<file path="src/common/pofs_pkg.sv">
// Shared constants for the overcurrent and fault switching sequencer.
package pofs_pkg;
    // System clock period in nanoseconds.
    localparam int CLK_PERIOD_NS = 50;
    // Least qualification width for the protection input, in nanoseconds.
    localparam int FLT_QUAL_MIN_NS = 400;
    // Longest qualification width, in nanoseconds.
    localparam int FLT_QUAL_MAX_NS = 1400;
    // Qualification count: least time rounded up, at least one cycle.
    localparam int FLT_QUAL_CYC_RAW =
        (FLT_QUAL_MIN_NS + CLK_PERIOD_NS - 1) / CLK_PERIOD_NS;
    localparam int FLT_QUAL_CYC =
        (FLT_QUAL_CYC_RAW < 1) ? 1 : FLT_QUAL_CYC_RAW;
    // Post-fault wait in switching-clock cycles.
    localparam int FLT_DELAY_SW_CYC = 15;
    // Fixed internal logic delay in nanoseconds after the switching cycles.
    localparam int FLT_LOGIC_DLY_NS = 2000;
    localparam int FLT_LOGIC_DLY_CYC_RAW = FLT_LOGIC_DLY_NS / CLK_PERIOD_NS;
    localparam int FLT_LOGIC_DLY_CYC =
        (FLT_LOGIC_DLY_CYC_RAW < 1) ? 1 : FLT_LOGIC_DLY_CYC_RAW;
    localparam int CNT_W = 8;

    // Sequencer states.
    typedef enum logic [2:0]
    {
        POFS_RUN,
        POFS_RESTART_TIMER_NODE_UP,
        POFS_RESTART_TIMER_NODE_DOWN,
        POFS_FAULT,
        POFS_FAULT_WAIT,
        POFS_THERMAL
    } pofs_state_e;
endpackage

</file>
<file path="src/rtl/pofs_sequencer.sv">
// Overcurrent, hiccup, fault and thermal switching sequencer.
// Contract
// RULE1: Sense above limit enters cycle-by-cycle limiting.
// RULE2: Limiting: on each cycle, off at limit.
// RULE3: Limit hit pulses hiccup charge until cycle end.
// RULE4: Keep limiting until hiccup timer reaches delay.
// RULE5: At delay threshold discharge soft-start, stop switching.
// RULE6: Then pull timer to top, slowly discharge.
// RULE7: No switching until restart threshold, then soft-start.
// RULE8: Resume normally, or repeat limiting and hiccup.
// RULE9: Fault only after input held qualification width.
// RULE10: Qualified fault: discharge soft-start, outputs low.
// RULE11: On release wait fifteen cycles plus logic delay.
// RULE12: After post-fault wait restart soft-start.
// RULE13: Fault during wait restarts whole fault sequence.
// RULE14: Over-temperature stops switching until release level.
// RULE15: Normal: on each cycle, off at scaled error level.
// RULE16: Flags synchronised; each protection forces outputs low.
module pofs_sequencer #(
    parameter int QUAL_CYC  = pofs_pkg::FLT_QUAL_CYC,
    parameter int SW_CYC    = pofs_pkg::FLT_DELAY_SW_CYC,
    parameter int LOGIC_CYC = pofs_pkg::FLT_LOGIC_DLY_CYC
) (
    // Clock and reset
    input  wire logic i_clk_sys,
    input  wire logic i_arst_n,
    // Switching clock cycle start, one-cycle pulse from oscillator logic
    input  wire logic i_cycle_start,
    // Comparator flags from the analog front end (asynchronous)
    input  wire logic i_current_sense_input_lim,
    input  wire logic i_comp_to_sense_ratio_trip,
    input  wire logic i_restart_timer_node_delay_reached,
    input  wire logic i_restart_timer_node_top_reached,
    input  wire logic i_restart_timer_node_restart_reached,
    input  wire logic i_fault_rise,
    input  wire logic i_fault_above_fall,
    input  wire logic i_thermal_hot,
    input  wire logic i_thermal_above_release,
    // Drive and analog control outputs
    output logic      o_primary_drive_a,
    output logic      o_primary_drive_b,
    output logic      o_restart_timer_charge,
    output logic      o_restart_timer_pullup,
    output logic      o_restart_timer_discharge,
    output logic      o_soft_start_discharge,
    output logic      o_soft_start_begin,
    output logic      o_limiting
);
    localparam int NF = 9;
    logic [NF-1:0] flags_s;
    logic          cs_lim;
    logic          pwm_trip;
    logic          hd_delay;
    logic          hd_top;
    logic          hd_restart;
    logic          f_rise;
    logic          f_above;
    logic          t_hot;
    logic          t_above;

    // Every analog crossing is resynchronised before use. [RULE16]
    pofs_sync #(.W(NF)) u_sync (
        .i_clk_sys (i_clk_sys),
        .i_arst_n  (i_arst_n),
        .i_async   ({i_current_sense_input_lim, i_comp_to_sense_ratio_trip,
                     i_restart_timer_node_delay_reached, i_restart_timer_node_top_reached,
                     i_restart_timer_node_restart_reached, i_fault_rise,
                     i_fault_above_fall, i_thermal_hot,
                     i_thermal_above_release}),
        .o_sync    (flags_s)
    );
    assign {cs_lim, pwm_trip, hd_delay, hd_top, hd_restart,
            f_rise, f_above, t_hot, t_above} = flags_s;

    pofs_pkg::pofs_state_e state_r;
    pofs_pkg::pofs_state_e state_nxt;
    logic [pofs_pkg::CNT_W-1:0] qual_r;
    logic [pofs_pkg::CNT_W-1:0] qual_nxt;
    logic [pofs_pkg::CNT_W-1:0] wait_r;
    logic [pofs_pkg::CNT_W-1:0] wait_nxt;
    logic [pofs_pkg::CNT_W-1:0] logic_r;
    logic [pofs_pkg::CNT_W-1:0] logic_nxt;
    logic on_r;
    logic on_nxt;
    logic phase_r;
    logic charge_r;
    logic charge_nxt;
    logic lim_r;
    logic ss_begin_r;
    logic ss_begin_nxt;

    localparam logic [pofs_pkg::CNT_W-1:0] QUAL_LAST =
        pofs_pkg::CNT_W'(QUAL_CYC - 1);
    localparam logic [pofs_pkg::CNT_W-1:0] SW_LAST =
        pofs_pkg::CNT_W'(SW_CYC - 1);
    localparam logic [pofs_pkg::CNT_W-1:0] LOGIC_LAST =
        pofs_pkg::CNT_W'(LOGIC_CYC - 1);

    wire fault_qual  = f_rise && (qual_r == QUAL_LAST);   // [RULE9]
    wire run_state   = (state_r == pofs_pkg::POFS_RUN);
    wire stop_pulse  = pwm_trip || cs_lim;                // [RULE2] [RULE15]
    wire limit_hit   = run_state && on_r && cs_lim;       // [RULE1]

    // Qualification counter restarts whenever the input dips.
    assign qual_nxt = !f_rise ? '0 :
                      (qual_r == QUAL_LAST) ? qual_r :
                      qual_r + 1'b1;                      // [RULE9]

    always_comb
    begin
        state_nxt    = state_r;
        wait_nxt     = wait_r;
        logic_nxt    = logic_r;
        ss_begin_nxt = 1'b0;
        // Thermal and fault take priority over hiccup at every state.
        if (t_hot)
        begin
            state_nxt = pofs_pkg::POFS_THERMAL;           // [RULE14]
        end
        else if (fault_qual && state_r != pofs_pkg::POFS_THERMAL)
        begin
            state_nxt = pofs_pkg::POFS_FAULT;             // [RULE10] [RULE13]
        end
        else
        begin
            case (state_r)
                pofs_pkg::POFS_RUN:
                begin
                    if (hd_delay)
                    begin
                        state_nxt = pofs_pkg::POFS_RESTART_TIMER_NODE_UP; // [RULE4] [RULE5]
                    end
                end
                pofs_pkg::POFS_RESTART_TIMER_NODE_UP:
                begin
                    if (hd_top)
                    begin
                        state_nxt = pofs_pkg::POFS_RESTART_TIMER_NODE_DOWN; // [RULE6]
                    end
                end
                pofs_pkg::POFS_RESTART_TIMER_NODE_DOWN:
                begin
                    if (hd_restart)
                    begin
                        state_nxt    = pofs_pkg::POFS_RUN; // [RULE7] [RULE8]
                        ss_begin_nxt = 1'b1;
                    end
                end
                pofs_pkg::POFS_FAULT:
                begin
                    wait_nxt  = '0;
                    logic_nxt = '0;
                    if (!f_above)
                    begin
                        state_nxt = pofs_pkg::POFS_FAULT_WAIT; // [RULE11]
                    end
                end
                pofs_pkg::POFS_FAULT_WAIT:
                begin
                    if (wait_r != SW_LAST + 1'b1)
                    begin
                        if (i_cycle_start)
                        begin
                            wait_nxt = wait_r + 1'b1;     // [RULE11]
                        end
                    end
                    else if (logic_r != LOGIC_LAST)
                    begin
                        logic_nxt = logic_r + 1'b1;
                    end
                    else
                    begin
                        state_nxt    = pofs_pkg::POFS_RUN; // [RULE12]
                        ss_begin_nxt = 1'b1;
                    end
                end
                default:
                begin
                    if (!t_above)
                    begin
                        state_nxt    = pofs_pkg::POFS_RUN; // [RULE14]
                        ss_begin_nxt = 1'b1;
                    end
                end
            endcase
        end
    end

    // Drive turns on at each cycle start, off at either comparator trip.
    always_comb
    begin
        if (!run_state || state_nxt != pofs_pkg::POFS_RUN)
        begin
            on_nxt = 1'b0;                                // [RULE16]
        end
        else if (i_cycle_start)
        begin
            on_nxt = 1'b1;                                // [RULE2] [RULE15]
        end
        else if (stop_pulse)
        begin
            on_nxt = 1'b0;
        end
        else
        begin
            on_nxt = on_r;
        end
    end

    // Charge pulse holds from limit hit until the cycle ends. [RULE3]
    assign charge_nxt = run_state && !i_cycle_start && (limit_hit || charge_r);

    always_ff @(posedge i_clk_sys or negedge i_arst_n)
    begin
        if (!i_arst_n)
        begin
            state_r    <= pofs_pkg::POFS_RUN;
            qual_r     <= '0;
            wait_r     <= '0;
            logic_r    <= '0;
            on_r       <= 1'b0;
            phase_r    <= 1'b0;
            charge_r   <= 1'b0;
            lim_r      <= 1'b0;
            ss_begin_r <= 1'b0;
        end
        else
        begin
            state_r    <= state_nxt;
            qual_r     <= qual_nxt;
            wait_r     <= wait_nxt;
            logic_r    <= logic_nxt;
            on_r       <= on_nxt;
            phase_r    <= i_cycle_start ? ~phase_r : phase_r;
            charge_r   <= charge_nxt;
            lim_r      <= run_state && (limit_hit || (lim_r && !hd_delay));
            ss_begin_r <= ss_begin_nxt;
        end
    end

    // Two primary outputs alternate cycles for push-pull use.
    assign o_primary_drive_a         = on_r && !phase_r;
    assign o_primary_drive_b         = on_r && phase_r;
    assign o_restart_timer_charge    = charge_r;
    assign o_restart_timer_pullup    = (state_r == pofs_pkg::POFS_RESTART_TIMER_NODE_UP);
    assign o_restart_timer_discharge = (state_r == pofs_pkg::POFS_RESTART_TIMER_NODE_DOWN);
    assign o_soft_start_discharge    = !run_state;        // [RULE5] [RULE10]
    assign o_soft_start_begin        = ss_begin_r;
    assign o_limiting                = lim_r;

    property p_no_drive_when_stopped;
        @(posedge i_clk_sys) disable iff (!i_arst_n)
        !run_state |-> !(o_primary_drive_a || o_primary_drive_b);
    endproperty
    a_no_drive_when_stopped: // [RULE16]
        assert property (p_no_drive_when_stopped)
        else $error("Drive active while stopped.");

    property p_restart_timer_node_entry;
        @(posedge i_clk_sys) disable iff (!i_arst_n)
        (run_state && hd_delay && !t_hot && !fault_qual)
        |=> (state_r == pofs_pkg::POFS_RESTART_TIMER_NODE_UP) && o_soft_start_discharge;
    endproperty
    a_restart_timer_node_entry: assert property (p_restart_timer_node_entry) // [RULE5]
        else $error("Hiccup not entered at delay threshold.");

    property p_charge_ends;
        @(posedge i_clk_sys) disable iff (!i_arst_n)
        i_cycle_start |=> !o_restart_timer_charge;
    endproperty
    a_charge_ends: assert property (p_charge_ends) // [RULE3]
        else $error("Charge pulse outlived its cycle.");

    property p_charge_on_hit;
        @(posedge i_clk_sys) disable iff (!i_arst_n)
        (limit_hit && !i_cycle_start) |=> o_restart_timer_charge;
    endproperty
    a_charge_on_hit: assert property (p_charge_on_hit) // [RULE3]
        else $error("Charge pulse missing after limit hit.");

    property p_turn_off_at_limit;
        @(posedge i_clk_sys) disable iff (!i_arst_n)
        (cs_lim && !i_cycle_start)
        |=> !o_primary_drive_a && !o_primary_drive_b;
    endproperty
    a_turn_off_at_limit: assert property (p_turn_off_at_limit) // [RULE2]
        else $error("Drive stayed on at current limit.");

    // The input must have stood high at both ends of the qualification span.
    property p_fault_qualify;
        @(posedge i_clk_sys) disable iff (!i_arst_n)
        $rose(state_r == pofs_pkg::POFS_FAULT)
        |-> $past(f_rise) && $past(f_rise, QUAL_CYC);
    endproperty
    a_fault_qualify: assert property (p_fault_qualify) // [RULE9]
        else $error("Fault without qualified input.");

    property p_restart_timer_node_hold;
        @(posedge i_clk_sys) disable iff (!i_arst_n)
        (state_r == pofs_pkg::POFS_RESTART_TIMER_NODE_DOWN && !hd_restart && !t_hot
            && !fault_qual) |=> !run_state;
    endproperty
    a_restart_timer_node_hold: assert property (p_restart_timer_node_hold) // [RULE7]
        else $error("Restarted before restart threshold.");

    property p_thermal_stop;
        @(posedge i_clk_sys) disable iff (!i_arst_n)
        t_hot |=> (state_r == pofs_pkg::POFS_THERMAL) ##1 !o_primary_drive_a;
    endproperty
    a_thermal_stop: assert property (p_thermal_stop) // [RULE14]
        else $error("Thermal shutdown not taken.");
endmodule

</file>
<file path="src/rtl/pofs_sync.sv">
// Two flip-flop synchroniser for a bundle of comparator flags.
module pofs_sync #(
    parameter int W = 1
) (
    // Clock and reset
    input  wire logic         i_clk_sys,
    input  wire logic         i_arst_n,
    // Flags
    input  wire logic [W-1:0] i_async,
    output logic      [W-1:0] o_sync
);
    logic [W-1:0] meta_r;
    logic [W-1:0] sync_r;

    always_ff @(posedge i_clk_sys or negedge i_arst_n)
    begin
        if (!i_arst_n)
        begin
            meta_r <= '0;
            sync_r <= '0;
        end
        else
        begin
            meta_r <= i_async;
            sync_r <= meta_r;
        end
    end

    assign o_sync = sync_r;
endmodule

</file>
<file path="config.mk">
export PLATFORM = sky130hd
export DESIGN_NAME = pofs_sequencer
export DESIGN_NICKNAME = d
export VERILOG_FILES = /design/src/common/pofs_pkg.sv /design/src/rtl/pofs_sequencer.sv /design/src/rtl/pofs_sync.sv
export SDC_FILE = /design/constraint.sdc
export NUM_CORES = 1
export LEC_CHECK = 0
export BUFFER_PORTS_ARGS = -buffer_cell sky130_fd_sc_hd__buf_4
export CAP_MARGIN = 20
export CORE_MARGIN = 4
export CORE_UTILIZATION = 53
export DETAILED_ROUTE_END_ITERATION = 16
export PLACE_DENSITY = 0.75
export SYNTH_ARGS = -nofsm -noshare
export SYNTH_HDL_FRONTEND = slang
export SYNTH_SLANG_ARGS = --single-unit
</file>
<file path="constraint.sdc">
create_clock -name i_clk_sys -period 1.84 [get_ports i_clk_sys]
set_clock_uncertainty 0.1 [all_clocks]
set_input_delay 0.368 -clock i_clk_sys [delete_from_list [all_inputs] [get_ports i_clk_sys]]
set_output_delay 0.368 -clock i_clk_sys [all_outputs]
set_load 0.02 [all_outputs]
</file>
## Word-level counts from Yosys, hierarchy flattened

Index checks and enable logic that the tools add are counted.

| cells by class | value |
|---|---|
| $add $sub $neg | 3 |
| equal/unequal tests | 13 |
| reductions and logical operators | 25 |
| mux-type cells | 28 |
| bitwise operators | 3 |

Operators by type and width:

| operator | count |
|---|---|
| 2-to-1 mux 8 bit | 6 |
| one-hot mux 8 bit (2 select lines) | 2 |
| 2-to-1 mux 3 bit | 9 |
| adder 8 x 1 -> 8 bit, second input constant | 3 |
| one-hot mux 3 bit (5 select lines) | 1 |
| logical AND 1 bit | 10 |
| inequality test 2 bit, second input constant | 5 |
| AND reduction 5 bit | 2 |
| 2-to-1 mux 1 bit | 9 |
| equality test 8 x 3 -> 1 bit, second input constant | 1 |
| inequality test 8 x 4 -> 1 bit, second input constant | 1 |
| inequality test 8 x 6 -> 1 bit, second input constant | 1 |
| equality test 3 x 2 -> 1 bit, second input constant | 2 |
| nonzero test 3 bit | 2 |
| zero test 1 bit | 4 |
| logical OR 1 bit | 4 |
| equality test 3 x 1 -> 1 bit, second input constant | 1 |
| equality test 3 bit, second input constant | 1 |
| zero test 3 bit | 1 |
| inequality test 3 bit, second input constant | 1 |
| NOT 1 bit | 3 |
| one-hot mux 1 bit (3 select lines) | 1 |
| OR reduction 3 bit | 1 |
| nonzero test 2 bit | 1 |

| storage, ports and cells | value |
|---|---|
| input bits | 12 |
| word-level logic and storage cells | 83 |
| flip-flop bits (word level) | 50 |
| output and inout bits | 8 |

## Depth between registers and ports, before layout

| depth | value |
|---|---|
| word-level depth | 9 |
| mapped depth | 7 |

## Cells and area by module

From an unflattened synthesis, not the netlist that was laid out.

| unflattened totals | value |
|---|---|
| cells, all modules | 214 |
| area, all modules | 2331.0 µm² |

By module, submodules not included:

| module | cells an instance | times used | sequential area each (µm²) | area an instance (µm²) |
|---|---|---|---|---|
| pofs_sequencer | 196 | 1 | 800.8 | 1880.6 |
| pofs_sync | 18 | 1 | 450.4 | 450.4 |

## Worst setup path before layout

No wires, ideal clock.

| path | value |
|---|---|
| kind | register to register |
| start point | register qual_r[0] (netlist bit) |
| end point | register wait_r[5] (netlist bit) |
| setup slack | -0.130 ns |
| arrival | 1.801 ns |
| cell stages (with the launch flop) | 7 |
| buffers on the path | 0 |
| library setup time | 0.069 ns |
| period minus slack after synthesis | 1.970 ns |
| path through | dfrtp_1 ha_1 and4bb_1 a41o_1 nand2b_4 or4_1 nand3_1 |

| between the ends | value |
|---|---|
| word-level cells in the longest chain between the ends | 5 |

RTL lines:

| what | line | source |
|---|---|---|
| start, declared | pofs_sequencer.sv:77 | `logic [pofs_pkg::CNT_W-1:0] qual_r;` |
| start signal, assigned | pofs_sequencer.sv:230 | `qual_r <= qual_nxt;` |
| equality test 8 x 3 -> 1 bit | pofs_sequencer.sv:99 | `wire fault_qual = f_rise && (qual_r == QUAL_LAST);` |
| logical AND 1 bit | pofs_sequencer.sv:99 |  |
| logical AND 1 bit | pofs_sequencer.sv:120 | `else if (fault_qual && state_r != pofs_pkg::POFS_THERMAL)` |
| NOT 1 bit (no source line) | -- |  |
| AND reduction 5 bit (no source line) | -- |  |
| end signal, assigned | pofs_sequencer.sv:231 | `wait_r <= wait_nxt;` |
| end, declared | pofs_sequencer.sv:79 | `logic [pofs_pkg::CNT_W-1:0] wait_r;` |

No other way between the ends.
A chain may end at the register's enable or synchronous reset.

## Worst setup path in the final report

| path | value |
|---|---|
| start point | register wait_r[4] (netlist bit) |
| end point | register logic_r[5] (netlist bit) |

| between the ends | value |
|---|---|
| word-level cells in the longest chain between the ends | 3 |

RTL lines:

| what | line | source |
|---|---|---|
| inequality test 8 x 4 -> 1 bit | pofs_sequencer.sv:160 | `if (wait_r != SW_LAST + 1'b1)` |
| inequality test 2 bit (no source line) | -- |  |
| AND reduction 5 bit (no source line) | -- |  |
| end signal, assigned | pofs_sequencer.sv:232 | `logic_r <= logic_nxt;` |
| end, declared | pofs_sequencer.sv:81 | `logic [pofs_pkg::CNT_W-1:0] logic_r;` |

No other way between the ends.

==> flow_metrics.tcl <==
set metrics [dict create \
    post-route-worst-setup-slack_ps -73.5 \
    floorplan.die.width_um 74.1 \
    timing_worst_setup_path_type "flop to flop" \
    post-route-drc-count 0 \
    ys_async_sr_fraction_pct 100 \
    power_switching_uw 636 \
    floorplan.initialDensity_pct 56.2 \
    final_area_mm2 0.00317 \
    gp_congestion 0.875 \
    clock_tree.buffer_depth 2 \
    area_growth_pct 37.0 \
    fp.dieH_um 74.1 \
    std_cell_rows 23 \
    min-delay-path-class "primary input to flop" \
    io-pin-count 20 \
    power.switching_fraction_pct 27.8 \
    seq_power_share_pct 54.2 \
    outcome "finished with violations" \
    clock_latency_of_the_later_clocked_register_in_the_worst_skew_pair_ps 310 \
    antenna_cells 0 \
    dp_hpwl_um 3300 \
    synth_edf_count 0 \
    cts_sinks 50 \
    ys.warnings.count 0 \
    dieArea_mm2 0.00548 \
    cp.required_ps 1990 \
    violated_checks "negative setup slack" \
    data_arrival_time_of_the_critical_path_ps 2070 \
    worstReg2RegEnd "logic_r[5]" \
    design.final.nets 295 \
    setup-tns-final_ps -388 \
    syn_inst 215 \
    cell_at_the_root_of_the_clock_tree "clkbuf_8" \
    globalRouteTotalUtil_pct 20.1 \
    portBuffers 19 \
    final.hold.worst_slack_ps 53.1 \
    drv_slew 0 \
    tritoncts.num_buffers 5 \
    synth.yosys.seq_area_share_pct 54.1 \
    final_period_minus_worst_setup_slack_ps 1910 \
    pwr_density_cell_mw_per_mm2 721 \
    totalPowerFinal_uw 2290 \
    worstMarginPinSlew_ps 605 \
    vias 1927 \
    report.final.setup_viol 11 \
    dr.first_iter.drc_count 151 \
    achievable-frequency_mhz 523 \
    gr-total-overflow 0 \
    crit-reg2reg-launch "wait_r[4]" \
    postSynthRegisterBits 50 \
    via_density_per_instance 5.82 \
    timing.critical_path.to "logic_r[5]" \
    timing.slew.headroom_pct 59.7 \
    power.ir.vdd_worst_mv 0.587 \
    path_max_fanout 3 \
    mappedNetlistNets 230 \
    critPathCaptureType "flop" \
    startpoint_type "flop" \
    grt_antenna_before_repair 0 \
    postSynth.topFlopCell "dfrtp_1" \
    route.detailed.wl_per_inst_um 16.2 \
    layout-drive-gt1-share_pct 42.0 \
    power.internal_uw 1650 \
    grt_max_degree 51 \
    setup.worst_path.start "wait_r[4]" \
    syn-cell-area_mm2 0.00231 \
    clkPwrFrac_pct 28.8 \
    final-hold-violation-count 0 \
    route.final.wire_length_um 5350 \
    synth_cell_types 49 \
    wire_length_of_the_first_global_routing_pass_um 8450 \
    cts.clk_slew.worst_paths_ps 100 \
    cts_tree "built" \
    synth_area_per_cell_um2 10.8 \
    rr_worst_depth 6 \
    drt_pass1_iterations 4 \
    std_cell_core_area_mm2 0.00412 \
    p_leak_uw 0.00144 \
    reg2reg_setup_slack_ps -70 \
    max_cap_check_violation_count 0 \
    postRouteAntennaNets 0 \
    comb_power_share_pct 17.0 \
    grt_setup_unrepaired "yes" \
    final_min_period_over_clock_period_pct 104 \
    first_global_vias 1863 \
    detailed_place.area_mm2 0.00275 \
    cts.htree.levels 2 \
]
==> area by class of cell <==
cell class / count / area (um^2)
flip-flops and latches: 50 / 1250
inverters: 3 / 11.3
well taps: 50 / 62.6
multi-input cells: 153 / 1210
clock buffers: 5 / 68.8
fillers: 248 / 947
repair buffers: 67 / 536
clock inverters: 3 / 25.0
==> critical path: stages (launching register included) <==
cell     delay (ps)
dfrtp_1         420
nor4_4          410
a41o_4          310
nand4_4          80
buf_6           130
or3_1           340
nand3_1          70
==> kinds of logic after synthesis <==
family	Yosys count	synth area share, %
AO/OA/AOI/OAI	47	13.0
flip-flops	50	54.1
multiplexers	6	2.81
buffers and inverters	12	3.08
adder cells (fa/ha/maj)	3	1.62
AND/OR/NAND/NOR	90	22.7
XOR/XNOR	7	2.65
==> metrics by stage <==
step	setup WS (ps)	utilization, %	cells
after global routing	-132	77.0	331
after global placement	-30.6	66.9	313
after floorplan	-18.5	-	215
after detailed placement	-64.4	66.9	313
final	-73.5	77.0	331
after CTS	-46.1	71.4	326
==> power by group through the flow <==
stage | registers [uW] | clock network (uW) | logic, uW
after floorplan | 1250 | 0 | 158
after global placement | 1260 | 0 | 299
after detailed placement | 1260 | 0 | 306
after CTS | 1240 | 673 | 336
after global routing | 1250 | 718 | 421
final | 1240 | 658 | 388
==> sequential cells by signal, indices dropped and copies added (netlist names) <==
signal	cells
logic_r	8
o_soft_start_begin	1
o_restart_timer_charge	1
o_limiting	1
state_r	3
u_sync.o_sync	9
wait_r	8
qual_r	8
u_sync.meta_r	9
on_r	1
phase_r	1
==> timing repair <==
item	CTS	global route
pin swaps	7	13
setup endpoints to repair	15	22
setup buffers	4	5
endpoints found under the hold margin	50	0
hold buffers	1	0
resized for setup	15	36
==> cells in the mapped netlist (2+ instances only) <==
cell type / instances / area, um^2
nand2b_1: 3 / 18.8
nor3_1: 5 / 25.0
nor2_1: 14 / 52.6
mux2_2: 4 / 45.0
ha_1: 3 / 37.5
dfrtp_1: 50 / 1250
nand3_1: 16 / 80.1
xor2_1: 6 / 52.6
nor3b_1: 2 / 15.0
o211ai_1: 2 / 15.0
or4_1: 2 / 15.0
inv_1: 3 / 11.3
a211o_1: 4 / 35.0
or3_1: 4 / 25.0
clkbuf_1: 3 / 11.3
a21oi_1: 13 / 65.1
nand2_1: 19 / 71.3
o31ai_1: 6 / 45.0
buf_2: 2 / 10.0
and3_1: 6 / 37.5
o21ai_0: 13 / 65.1
mux2i_1: 2 / 20.0
and2_1: 4 / 25.0
buf_6: 3 / 33.8
nor4bb_1: 2 / 20.0
==> routing by layer <==
layer | routed length (um) | global-route usage, % | vias up
li1 | - | - | 909
met5 | 0 | 0 | -
met4 | 102 | 7.65 | 0
met1 | 2500 | 27.9 | 949
met3 | 273 | 4.59 | 12
met2 | 2470 | 30.9 | 57
==> how the worst min path moves through the flow <==
stage                     cells after the start  slack [ps]                                from                to
final                                         1          50  i_restart_timer_node_delay_reached  u_sync.meta_r[6]
after global routing                          1          40  i_restart_timer_node_delay_reached  u_sync.meta_r[6]
after CTS                                     1          50  i_restart_timer_node_delay_reached  u_sync.meta_r[6]
after detailed placement                      0         230                    u_sync.meta_r[5]  u_sync.o_sync[5]
after global placement                        0         230                    u_sync.meta_r[7]  u_sync.o_sync[7]
after floorplan                               0         -30                            i_arst_n        logic_r[0]
==> layout by cell type (no fill, tap or decap), types with 2 or more instances in the layout <==
cell type and n:
nand3_2 3, nand2b_4 2, nand2b_1 2, dfrtp_2 3, and2_1 3, o31ai_1 4
inv_1 3, nor3_1 4, buf_4 58, o21ai_1 3, nand2_1 19, mux2i_1 2
o21ai_0 9, dfrtp_1 47, nor2_1 13, clkbuf_8 5, a21oi_2 2, o31ai_2 2
a21oi_1 11, xor2_1 6, ha_2 3, nand3_1 12, and3_1 5, a211o_1 4
or3_1 3, buf_6 8, mux2_2 4, o211ai_1 2
Note: power is estimated with default switching activity, not from simulation.
